### src/logic/dio_pkg.sv
// Shared constants for the digital I/O register interface
package dio_pkg;
  localparam logic [9:0] BASE_MIN        = 10'h100;
  localparam logic [9:0] BASE_MAX        = 10'h3E0;
  localparam int         WIN_BITS        = 5;
  localparam logic [4:0] OFF_PORT_A      = 5'h00;
  localparam logic [4:0] OFF_PORT_B      = 5'h01;
  localparam logic [4:0] OFF_PORT_C      = 5'h02;
  localparam logic [4:0] OFF_CONTROL     = 5'h03;
  localparam logic [4:0] OFF_PORT_IRQ_EN = 5'h14;
  localparam logic [4:0] OFF_GLOBAL_EN   = 5'h15;
  localparam int         CW_FLAG         = 7;
  localparam int         CW_A_MODE_HI    = 6;
  localparam int         CW_A_MODE_LO    = 5;
  localparam int         CW_A_DIR        = 4;
  localparam int         CW_CU_DIR       = 3;
  localparam int         CW_B_MODE       = 2;
  localparam int         CW_B_DIR        = 1;
  localparam int         CW_CL_DIR       = 0;
  localparam int         IRQ_A_BIT       = 0;
  localparam int         IRQ_B_BIT       = 1;
  localparam int         GLOBAL_EN_BIT   = 2;
  localparam logic [7:0] RESET_CONTROL   = 8'h9B;
  localparam logic [7:0] RESET_DATA      = 8'h00;
  localparam logic [1:0] RESET_B_MODE    = 2'h0;
  localparam logic [9:0] RESET_BASE      = 10'h100;
endpackage

### src/logic/dio_bus_if.sv
// Decoded register strobes between the address decoder and the port core
`timescale 1ns/100ps
interface dio_bus_if;
  logic       wr_port_a;
  logic       wr_port_b;
  logic       wr_port_c;
  logic       wr_control;
  logic       wr_irq_en;
  logic       wr_global;
  logic       rd_sel_a;
  logic       rd_sel_b;
  logic       rd_sel_c;
  logic [7:0] wdata;
  modport dec (output wr_port_a, wr_port_b, wr_port_c, wr_control, wr_irq_en, wr_global,
               rd_sel_a, rd_sel_b, rd_sel_c, wdata);
  modport core (input wr_port_a, wr_port_b, wr_port_c, wr_control, wr_irq_en, wr_global,
                rd_sel_a, rd_sel_b, rd_sel_c, wdata);
endinterface

### src/logic/dio_regif.sv
// Top of the digital I/O register interface: three ports, control word, irq gating
`timescale 1ns/100ps
module dio_regif (
  input  wire logic       ref_clk,
  input  wire logic       rst,
  input  wire logic [9:0] addr,
  input  wire logic       wr_en,
  input  wire logic       rd_en,
  input  wire logic [7:0] wdata,
  output logic      [7:0] rdata,
  output logic            rdata_oe,
  input  wire logic       base_wr,
  input  wire logic [9:0] base_wdata,
  output logic      [9:0] base_addr,
  input  wire logic [7:0] port_a_in,
  output logic      [7:0] port_a_out,
  output logic      [7:0] port_a_oe,
  input  wire logic [7:0] port_b_in,
  output logic      [7:0] port_b_out,
  output logic      [7:0] port_b_oe,
  input  wire logic [7:0] port_c_in,
  output logic      [7:0] port_c_out,
  output logic      [7:0] port_c_oe,
  output logic      [1:0] group_a_mode,
  output logic            group_b_mode,
  input  wire logic       first_port_irq_request,
  input  wire logic       second_port_irq_request,
  output logic            host_irq
);
  typedef struct packed {
    logic [9:0] base;
    logic [7:0] control;
    logic [7:0] out_a;
    logic [7:0] out_b;
    logic [7:0] out_c;
    logic       first_port_irq_enable;
    logic       second_port_irq_enable;
    logic       global_irq_enable;
    logic [7:0] rdata;
    logic       rdata_oe;
    logic       irq;
  } dio_state_s;

  dio_state_s st;
  dio_state_s next_st;
  dio_bus_if  bus ();
  logic       hit;
  logic [2:0] bit_idx;
  logic       a_in;
  logic       cu_in;
  logic       b_in;
  logic       cl_in;
  logic [7:0] rd_c;

  dio_decode u_decode (
    .addr      (addr),
    .base_addr (st.base),
    .wr_en     (wr_en),
    .rd_en     (rd_en),
    .wdata     (wdata),
    .hit       (hit),
    .bus       (bus.dec)
  );

  assign a_in    = st.control[dio_pkg::CW_A_DIR];
  assign cu_in   = st.control[dio_pkg::CW_CU_DIR];
  assign b_in    = st.control[dio_pkg::CW_B_DIR];
  assign cl_in   = st.control[dio_pkg::CW_CL_DIR];
  assign bit_idx = wdata[3:1];
  // port C reads per nibble owner
  assign rd_c    = {cu_in ? port_c_in[7:4] : st.out_c[7:4], cl_in ? port_c_in[3:0] : st.out_c[3:0]};

  always_comb
  begin
    next_st          = st;
    next_st.rdata_oe = 1'b0;
    // software-set base, loaded only inside legal window range, out-of-range writes ignored
    if (base_wr && base_wdata >= dio_pkg::BASE_MIN && base_wdata <= dio_pkg::BASE_MAX)
    begin
      next_st.base = {base_wdata[9:dio_pkg::WIN_BITS], 5'h00};
    end
    if (bus.wr_port_a)
    begin
      next_st.out_a = bus.wdata;
    end
    if (bus.wr_port_b)
    begin
      next_st.out_b = bus.wdata;
    end
    if (bus.wr_port_c)
    begin
      next_st.out_c = bus.wdata;
    end
    if (bus.wr_control)
    begin
      if (bus.wdata[dio_pkg::CW_FLAG])
      begin
        next_st.control = bus.wdata;
        next_st.out_a   = dio_pkg::RESET_DATA;
        next_st.out_c   = dio_pkg::RESET_DATA;
      end
      else
      begin
        next_st.out_c[bit_idx] = bus.wdata[0];
      end
    end
    // reserved bits ignored, host writes them zero
    if (bus.wr_irq_en)
    begin
      next_st.first_port_irq_enable  = bus.wdata[dio_pkg::IRQ_A_BIT];
      next_st.second_port_irq_enable = bus.wdata[dio_pkg::IRQ_B_BIT];
    end
    if (bus.wr_global)
    begin
      next_st.global_irq_enable = bus.wdata[dio_pkg::GLOBAL_EN_BIT];
    end
    // read mux, control and irq regs read nothing
    if (bus.rd_sel_a)
    begin
      next_st.rdata    = a_in ? port_a_in : st.out_a;
      next_st.rdata_oe = 1'b1;
    end
    else if (bus.rd_sel_b)
    begin
      next_st.rdata    = b_in ? port_b_in : st.out_b;
      next_st.rdata_oe = 1'b1;
    end
    else if (bus.rd_sel_c)
    begin
      next_st.rdata    = rd_c;
      next_st.rdata_oe = 1'b1;
    end
    next_st.irq = st.global_irq_enable &
                  ((first_port_irq_request & st.first_port_irq_enable) |
                   (second_port_irq_request & st.second_port_irq_enable));
  end

  always_ff @(posedge ref_clk or posedge rst)
  begin
    if (rst)
    begin
      st                        <= '0;
      st.base                   <= dio_pkg::RESET_BASE;
      st.control                <= dio_pkg::RESET_CONTROL;
    end
    else
    begin
      st <= next_st;
    end
  end

  // Port B latch keeps its value over mode writes; it only holds whatever was last written
  assign port_a_out   = st.out_a;
  assign port_b_out   = st.out_b;
  assign port_c_out   = st.out_c;
  assign port_a_oe    = {8{~a_in}};
  assign port_b_oe    = {8{~b_in}};
  assign port_c_oe    = {{4{~cu_in}}, {4{~cl_in}}};
  assign group_a_mode = st.control[dio_pkg::CW_A_MODE_HI:dio_pkg::CW_A_MODE_LO];
  assign group_b_mode = st.control[dio_pkg::CW_B_MODE];
  assign base_addr    = st.base;
  assign rdata        = st.rdata;
  assign rdata_oe     = st.rdata_oe;
  assign host_irq     = st.irq;

  a_mode_clear: assert property (@(posedge ref_clk) disable iff (rst)
    (bus.wr_control && bus.wdata[7]) |=> (st.out_a == 8'h00 && st.out_c == 8'h00))
    else $error("mode write did not clear port latches");
  a_bit_set_reset: assert property (@(posedge ref_clk) disable iff (rst)
    (bus.wr_control && !bus.wdata[7]) |=> (st.out_c[$past(bit_idx)] == $past(bus.wdata[0])))
    else $error("port C bit set/reset wrong");
  a_bit_others: assert property (@(posedge ref_clk) disable iff (rst)
    (bus.wr_control && !bus.wdata[7])
    |=> (((st.out_c ^ $past(st.out_c)) & ~(8'h01 << $past(bit_idx))) == 8'h00))
    else $error("set/reset disturbed other port C bits");
  a_ctrl_keep: assert property (@(posedge ref_clk) disable iff (rst)
    (bus.wr_control && !bus.wdata[7]) |=> $stable(st.control))
    else $error("bit set/reset changed control");
  a_mode_load: assert property (@(posedge ref_clk) disable iff (rst)
    (bus.wr_control && bus.wdata[7]) |=> (st.control == $past(bus.wdata)))
    else $error("mode word not loaded");
  a_mode_fields: assert property (@(posedge ref_clk) disable iff (rst)
    (bus.wr_control && bus.wdata[7])
    |=> (group_a_mode == $past(bus.wdata[6:5]) && group_b_mode == $past(bus.wdata[2])))
    else $error("group mode fields wrong");
  a_dir_oe: assert property (@(posedge ref_clk) disable iff (rst)
    (bus.wr_control && bus.wdata[7])
    |=> (port_a_oe[0] == !$past(bus.wdata[4]) && port_c_oe[7] == !$past(bus.wdata[3])
         && port_b_oe[0] == !$past(bus.wdata[1]) && port_c_oe[0] == !$past(bus.wdata[0])))
    else $error("direction not applied");
  a_irq_a_gate: assert property (@(posedge ref_clk) disable iff (rst)
    (first_port_irq_request && st.first_port_irq_enable && st.global_irq_enable) |=> host_irq)
    else $error("port A request not passed");
  a_irq_a_block: assert property (@(posedge ref_clk) disable iff (rst)
    (first_port_irq_request && !st.first_port_irq_enable
     && !(second_port_irq_request && st.second_port_irq_enable)) |=> !host_irq)
    else $error("port A request passed while disabled");
  a_irq_b_gate: assert property (@(posedge ref_clk) disable iff (rst)
    (second_port_irq_request && st.second_port_irq_enable && st.global_irq_enable) |=> host_irq)
    else $error("port B request not passed");
  a_irq_b_block: assert property (@(posedge ref_clk) disable iff (rst)
    (second_port_irq_request && !st.second_port_irq_enable
     && !(first_port_irq_request && st.first_port_irq_enable)) |=> !host_irq)
    else $error("port B request passed while disabled");
  a_global_block: assert property (@(posedge ref_clk) disable iff (rst)
    !st.global_irq_enable |=> !host_irq)
    else $error("irq without global enable");
  a_global_load: assert property (@(posedge ref_clk) disable iff (rst)
    bus.wr_global |=> (st.global_irq_enable == $past(bus.wdata[dio_pkg::GLOBAL_EN_BIT])))
    else $error("global enable not loaded");
  a_irq_en_load: assert property (@(posedge ref_clk) disable iff (rst)
    bus.wr_irq_en |=> (st.first_port_irq_enable == $past(bus.wdata[dio_pkg::IRQ_A_BIT])
                       && st.second_port_irq_enable == $past(bus.wdata[dio_pkg::IRQ_B_BIT])))
    else $error("port irq enables not loaded");
  a_irq_or: assert property (@(posedge ref_clk) disable iff (rst)
    host_irq |-> $past(st.global_irq_enable && ((first_port_irq_request && st.first_port_irq_enable)
                 || (second_port_irq_request && st.second_port_irq_enable))))
    else $error("irq without gated request");
  a_base_range: assert property (@(posedge ref_clk) disable iff (rst)
    st.base >= 10'h100 && st.base <= 10'h3E0 && st.base[4:0] == 5'h00)
    else $error("base outside legal window");
  a_outside_win: assert property (@(posedge ref_clk) disable iff (rst)
    (wr_en && !hit) |=> ($stable(st.out_a) && $stable(st.out_b) && $stable(st.out_c)
                         && $stable(st.control)))
    else $error("write outside window took effect");
  a_base_load: assert property (@(posedge ref_clk) disable iff (rst)
    (base_wr && base_wdata >= 10'h100 && base_wdata <= 10'h3E0)
    |=> (base_addr == {$past(base_wdata[9:5]), 5'h00}))
    else $error("legal base not loaded");
  a_base_keep: assert property (@(posedge ref_clk) disable iff (rst)
    (base_wr && (base_wdata < 10'h100 || base_wdata > 10'h3E0))
    |=> $stable(base_addr))
    else $error("illegal base taken");
  a_write_a: assert property (@(posedge ref_clk) disable iff (rst)
    bus.wr_port_a |=> (st.out_a == $past(bus.wdata)))
    else $error("port A write lost");
  a_write_b: assert property (@(posedge ref_clk) disable iff (rst)
    bus.wr_port_b |=> (st.out_b == $past(bus.wdata)))
    else $error("port B write lost");
  a_write_c: assert property (@(posedge ref_clk) disable iff (rst)
    bus.wr_port_c |=> (st.out_c == $past(bus.wdata)))
    else $error("port C write lost");
  a_read_a: assert property (@(posedge ref_clk) disable iff (rst)
    bus.rd_sel_a |=> (rdata_oe && rdata == ($past(a_in) ? $past(port_a_in) : $past(st.out_a))))
    else $error("port A read wrong");
  a_read_b: assert property (@(posedge ref_clk) disable iff (rst)
    bus.rd_sel_b |=> (rdata_oe && rdata == ($past(b_in) ? $past(port_b_in) : $past(st.out_b))))
    else $error("port B read wrong");
  a_read_c: assert property (@(posedge ref_clk) disable iff (rst)
    bus.rd_sel_c |=> (rdata_oe
                      && rdata[7:4] == ($past(cu_in) ? $past(port_c_in[7:4]) : $past(st.out_c[7:4]))
                      && rdata[3:0] == ($past(cl_in) ? $past(port_c_in[3:0]) : $past(st.out_c[3:0]))))
    else $error("port C read wrong");
  a_no_read_wo: assert property (@(posedge ref_clk) disable iff (rst)
    (rd_en && hit && (addr[4:0] == dio_pkg::OFF_CONTROL || addr[4:0] == dio_pkg::OFF_PORT_IRQ_EN
                      || addr[4:0] == dio_pkg::OFF_GLOBAL_EN))
    |=> !rdata_oe)
    else $error("write-only register answered a read");
endmodule

### src/logic/dio_decode.sv
// Window decoder: maps a bus access inside the 32-byte window to register strobes
`timescale 1ns/100ps
module dio_decode (
  input  wire logic [9:0] addr,
  input  wire logic [9:0] base_addr,
  input  wire logic       wr_en,
  input  wire logic       rd_en,
  input  wire logic [7:0] wdata,
  output logic            hit,
  dio_bus_if.dec          bus
);
  logic [4:0] off;
  logic       in_win;

  assign in_win = (addr[9:dio_pkg::WIN_BITS] == base_addr[9:dio_pkg::WIN_BITS]);
  assign off    = addr[dio_pkg::WIN_BITS-1:0];
  assign hit    = in_win;
  assign bus.wdata = wdata;

  always_comb
  begin
    bus.wr_port_a  = 1'b0;
    bus.wr_port_b  = 1'b0;
    bus.wr_port_c  = 1'b0;
    bus.wr_control = 1'b0;
    bus.wr_irq_en  = 1'b0;
    bus.wr_global  = 1'b0;
    bus.rd_sel_a   = 1'b0;
    bus.rd_sel_b   = 1'b0;
    bus.rd_sel_c   = 1'b0;
    if (in_win && off == dio_pkg::OFF_PORT_A)
    begin
      bus.wr_port_a = wr_en;
      bus.rd_sel_a  = rd_en;
    end
    else if (in_win && off == dio_pkg::OFF_PORT_B)
    begin
      bus.wr_port_b = wr_en;
      bus.rd_sel_b  = rd_en;
    end
    else if (in_win && off == dio_pkg::OFF_PORT_C)
    begin
      bus.wr_port_c = wr_en;
      bus.rd_sel_c  = rd_en;
    end
    else if (in_win && off == dio_pkg::OFF_CONTROL)
    begin
      bus.wr_control = wr_en;
    end
    else if (in_win && off == dio_pkg::OFF_PORT_IRQ_EN)
    begin
      bus.wr_irq_en = wr_en;
    end
    else if (in_win && off == dio_pkg::OFF_GLOBAL_EN)
    begin
      bus.wr_global = wr_en;
    end
  end
endmodule

### config.mk
export PLATFORM = sky130hd
export DESIGN_NAME = dio_regif
export DESIGN_NICKNAME = d
export VERILOG_FILES = /design/src/logic/dio_pkg.sv /design/src/logic/dio_bus_if.sv /design/src/logic/dio_regif.sv /design/src/logic/dio_decode.sv
export SDC_FILE = /design/constraint.sdc
export NUM_CORES = 1
export LEC_CHECK = 0
export ABC_CLOCK_PERIOD_IN_PS = 4950
export BUFFER_PORTS_ARGS = -buffer_cell sky130_fd_sc_hd__buf_2
export CAP_MARGIN = 20
export CORE_MARGIN = 4
export CORE_UTILIZATION = 50
export CTS_BUF_LIST = sky130_fd_sc_hd__clkbuf_4
export CTS_CLUSTER_DIAMETER = 200
export CTS_CLUSTER_SIZE = 16
export DETAILED_ROUTE_END_ITERATION = 12
export HOLD_SLACK_MARGIN = 0.12
export PLACE_DENSITY = 0.82
export SYNTH_ARGS = -nofsm -noshare
export SYNTH_HDL_FRONTEND = slang
export SYNTH_HIERARCHICAL = 1
export SYNTH_SLANG_ARGS = --single-unit
### constraint.sdc
create_clock -name ref_clk -period 4.95 [get_ports ref_clk]
set_clock_uncertainty 0.15 [all_clocks]
set_input_delay 0.2475 -clock ref_clk [delete_from_list [all_inputs] [get_ports ref_clk]]
set_output_delay 0.2475 -clock ref_clk [all_outputs]
set_load 0.005 [all_outputs]
### Word level (Yosys, flattened, before mapping)

Cells that the tools add are included.

* bitwise logic cells: 8
* mux-type cells: 43
* equality and inequality tests: 6
* order comparisons: 4
* reduce and logical (&&, ||, !) cells: 12

Operator list (number)
* $mux 8: 8
* $mux 1: 28
* $mux 9: 3
* $eq 5x2->1 const B: 2
* $eq 5x5->1 const B: 2
* $ge 10x9->1 const B: 1
* $le 10x10->1 const B: 1
* $logic_and 1x1->1: 9
* $bwmux 8: 1
* $mux 4: 2
* $eq 5x1->1 const B: 1
* $eq 5x5->1: 1
* $logic_not 5->1: 1
* $lt 3x4->1 const B: 1
* $not 1->1: 4
* $and 1x1->1: 3
* $demux 1 s3: 1
* $ge 3x1->1 const B: 1
* $reduce_bool 3->1: 1
* $reduce_and 2->1: 1
* $or 1x1->1: 1

* output and inout bits: 71
* input bits: 59
* register bits: 49
* logic and storage cells: 84

### Depth between registers and ports, before layout

* word-level depth: 9
* gate-level depth with buffers: 8
* depth with buffers taken out: 7

### Modules after synthesis

Netlist, hierarchy kept.

Modules (own cells, without submodules)
* dio_regif: instances 1, cells an instance 291, seq. area each 1232.4 µm², area an instance 3016.6 µm²
* dio_decode: instances 1, cells an instance 36, seq. area each 0.0 µm², area an instance 240.2 µm²

### Least setup slack after synthesis

OpenSTA, ideal clock, no wires.

* path type: register to register
* start point: register st (netlist bit base_addr[8])
* end point: register st (netlist bit port_c_out[3])
* library setup time: 0.135 ns
* buffers on the path: 1
* clock period less this slack: 2.097 ns
* path slack: 2.853 ns
* arrival: 1.812 ns
* stages on the path, launching flop included: 8
* required time: 4.665 ns
* cell sequence: dfstp_2 xnor2_1 nand2_1 nor4_1 buf_4 mux2_2 mux2i_1 o21ai_0

RTL lines
* start, declared: RTL line dio_regif.sv:44 `dio_state_s st;`
* start signal, assigned: RTL line dio_regif.sv:148 `st <= next_st;`

==> results.tsv <==
stage	metric	value	unit
clocking	cts_tree	done	
die	rows	29	
placed_design	portBuffers	124	
pwr	peakVddDrop	0.123	mV
timing	period_needed	2840	ps
finish	syn_to_final_growth	15.7	%
run_status	status	finished clean	
setup_path	worstPathArrival	2960	ps
global_route	grt_pass1_vias	2559	
clocking	cts_setup_buffers	0	
clocking	htree_levels	2	
routing	first_pass_iters	5	
global_route	antenna_found_initial	0	
placed_design	place.gp.congestion	0.872	
setup_path	cp.required	5070	ps
setup_path	path_class	reg2reg	
clocking	clock_latency	370	ps
finish	filler_cell_count	527	
finish	num_antenna_cells	0	
die	core_area	0.00635	mm^2
clocking	clock_path_buffers	2	
global_route	grt-ovfl-total	0	
clocking	path_clk_slew	160	ps
timing	timing.fmax	353	MHz
timing	fin_setup_tns	0	ps
setup_path	critical_path.max_fanout	8	
timing	fin_crit_sh	57.3	%
setup_path	path_cells	xnor2_1 -> nand3_1 -> nor4_2 -> mux2_2 -> mux2i_1 -> o21ai_0	
global_route	grt_max_degree	50	
setup_path	crit_slowest_cell	nor4_2	
setup_path	crit_buf_inv	0	
finish	drive_gt1_share	48.0	%
setup_path	crit_family	simple AND/OR/NAND/NOR gates	
clocking	clock_sinks	49	
timing	tightest_slew	939	ps
clocking	postCtsHoldBufs	26	
synth	post_synth_inst_count	326	
finish	final_nets	464	
pwr	powerDensity	210	mW/mm^2
global_route	grt_usage	20.2	%
pwr	p_leak	1.88	nW
synth	yosysWarnings	6	
worst_hold_path	hp-class	in2reg	
clocking	clk_root_buffer_cell	clkbuf_4	
global_route	grt_pass1_wl	12300	um
synth	synth_area	0.00325	mm^2
routing	drt_iter0_drc	111	
timing	finalHoldViolCount	0	
die	die_h	88.7	um
setup_path	cpPeakStageDelay	900	ps
routing	ant_nets	0	
die	dieArea	0.00786	mm^2
die	die_width	88.7	um
timing	report.final.slew_viol_count	0	
routing	drt-total-wl	8080	um
timing	hold_slack	162	ps
clocking	post_cts_resized	0	
timing	rsz0062_at_grt	no	
routing	routedWlPerCell	16.7	um
die	io_pins	130	
clocking	cts-buffers-inserted	5	
flow_run	drv_cap	0	
routing	num_vias	2513	
die	start_util	51.2	%
routing	drt-vias-per-instance	5.20	
synth	synth_area_per_cell	9.98	um^2
timing	setup_viol	0	
timing	worst_slew_margin_rel	36.8	%
placed_design	place_hpwl	6020	um
setup_path	startpoint_type	flop	
setup_path	crit_path_end_kind	flop	
routing	route.detailed.drc	0	
layout by cell type, fill, tap and decap left out, types with 2 or more instances in the layout:
| cell | instances |
|---|---|
| buf_4 | 4 |
| inv_1 | 7 |
| a31oi_1 | 2 |
| nor3b_1 | 2 |
| dfrtp_1 | 44 |
| nand2b_1 | 3 |
| nor2b_1 | 3 |
| dlygate4sd3_1 | 26 |
| nor2_1 | 13 |
| clkbuf_4 | 6 |
| xnor2_1 | 5 |
| a21oi_1 | 3 |
| o22a_2 | 3 |
| o21ai_0 | 19 |
| nand4_1 | 2 |
| clkinvlp_4 | 2 |
| and2_1 | 2 |
| buf_2 | 124 |
| nand3_1 | 4 |
| mux2i_1 | 16 |
| dfstp_2 | 5 |
| a211o_1 | 2 |
| nor3_1 | 6 |
| mux2_2 | 38 |
| nor4_2 | 3 |
| nand2_1 | 21 |
| conb_1 | 5 |
| a22oi_1 | 17 |
report_power, final:
| group | internal (W) | switching (W) |
|---|---|---|
| logic | 0.0000816 | 0.0000724 |
| registers | 0.000419 | 0.0000142 |
| clock network | 0.0000588 | 0.000143 |
registers in the layout, indices dropped and copies added, names as in the netlist, 2 cells and up:
register      cells
port_b_out        8
rdata             8
base_addr         5
port_a_out        8
group_a_mode      2
st                3
port_c_out        8
through the flow:
| step | setup WS (ps) | cells | total power (W) | utilization [%] | cell area [um^2] |
|---|---|---|---|---|---|
| after global placement | 2110 | 447 | 0.000570 | 53.7 | 3410 |
| final | 2110 | 483 | 0.000789 | 59.3 | 3760 |
| after global routing | 1980 | 483 | 0.000826 | 59.3 | 3760 |
| after CTS | 1900 | 481 | 0.000794 | 58.8 | 3730 |
| after floorplan | 2870 | 330 | 0.000543 | - | 3270 |
| after detailed placement | 1930 | 447 | 0.000575 | 53.7 | 3410 |
worst min-delay path, stage by stage:
cell and delay, ps:
buf_2 80, mux2_2 130, a22oi_1 70, o21ai_0 140
final cells by class:
| cell class | instances | area, um^2 | area share, % |
|---|---|---|---|
| multi-input cells | 185 | 1400 | 37.2 |
| inverters | 8 | 30.0 | 0.798 |
| clock inverters | 3 | 26.3 | 0.698 |
| clock buffers | 5 | 37.5 | 0.998 |
| flip-flops and latches | 49 | 1230 | 32.8 |
| repair buffers | 156 | 938 | 24.9 |
| well taps | 77 | 96.3 | 2.56 |
worst paths after layout:
check / startpoint / to / slack [ps] / cells after the start
hold reg to reg: group_a_mode[0] / group_a_mode[0] / 350 / 2
setup / recovery: base_addr[9] / port_c_out[3] / 2110 / 6
max in group asynchronous: rst / cu_in / 3790 / 4
hold / removal: port_c_in[4] / rdata[4] / 160 / 4
min in group asynchronous: rst / base_addr[7] / 270 / 3
setup reg to reg: base_addr[9] / port_c_out[3] / 2110 / 6
layer usage:
layer | wire length, um | vias up | share of wire [%] | global-route usage [%]
li1 | - | 1212 | - | -
met1 | 3310 | 1212 | 41 | 26.0
met2 | 4230 | 81 | 52 | 34.9
met3 | 434 | 8 | 5.4 | 3.45
met4 | 103 | 0 | 1.3 | 5.77
met5 | 0 | - | 0 | 0
No activity file was read; power rests on OpenSTA's default activity.
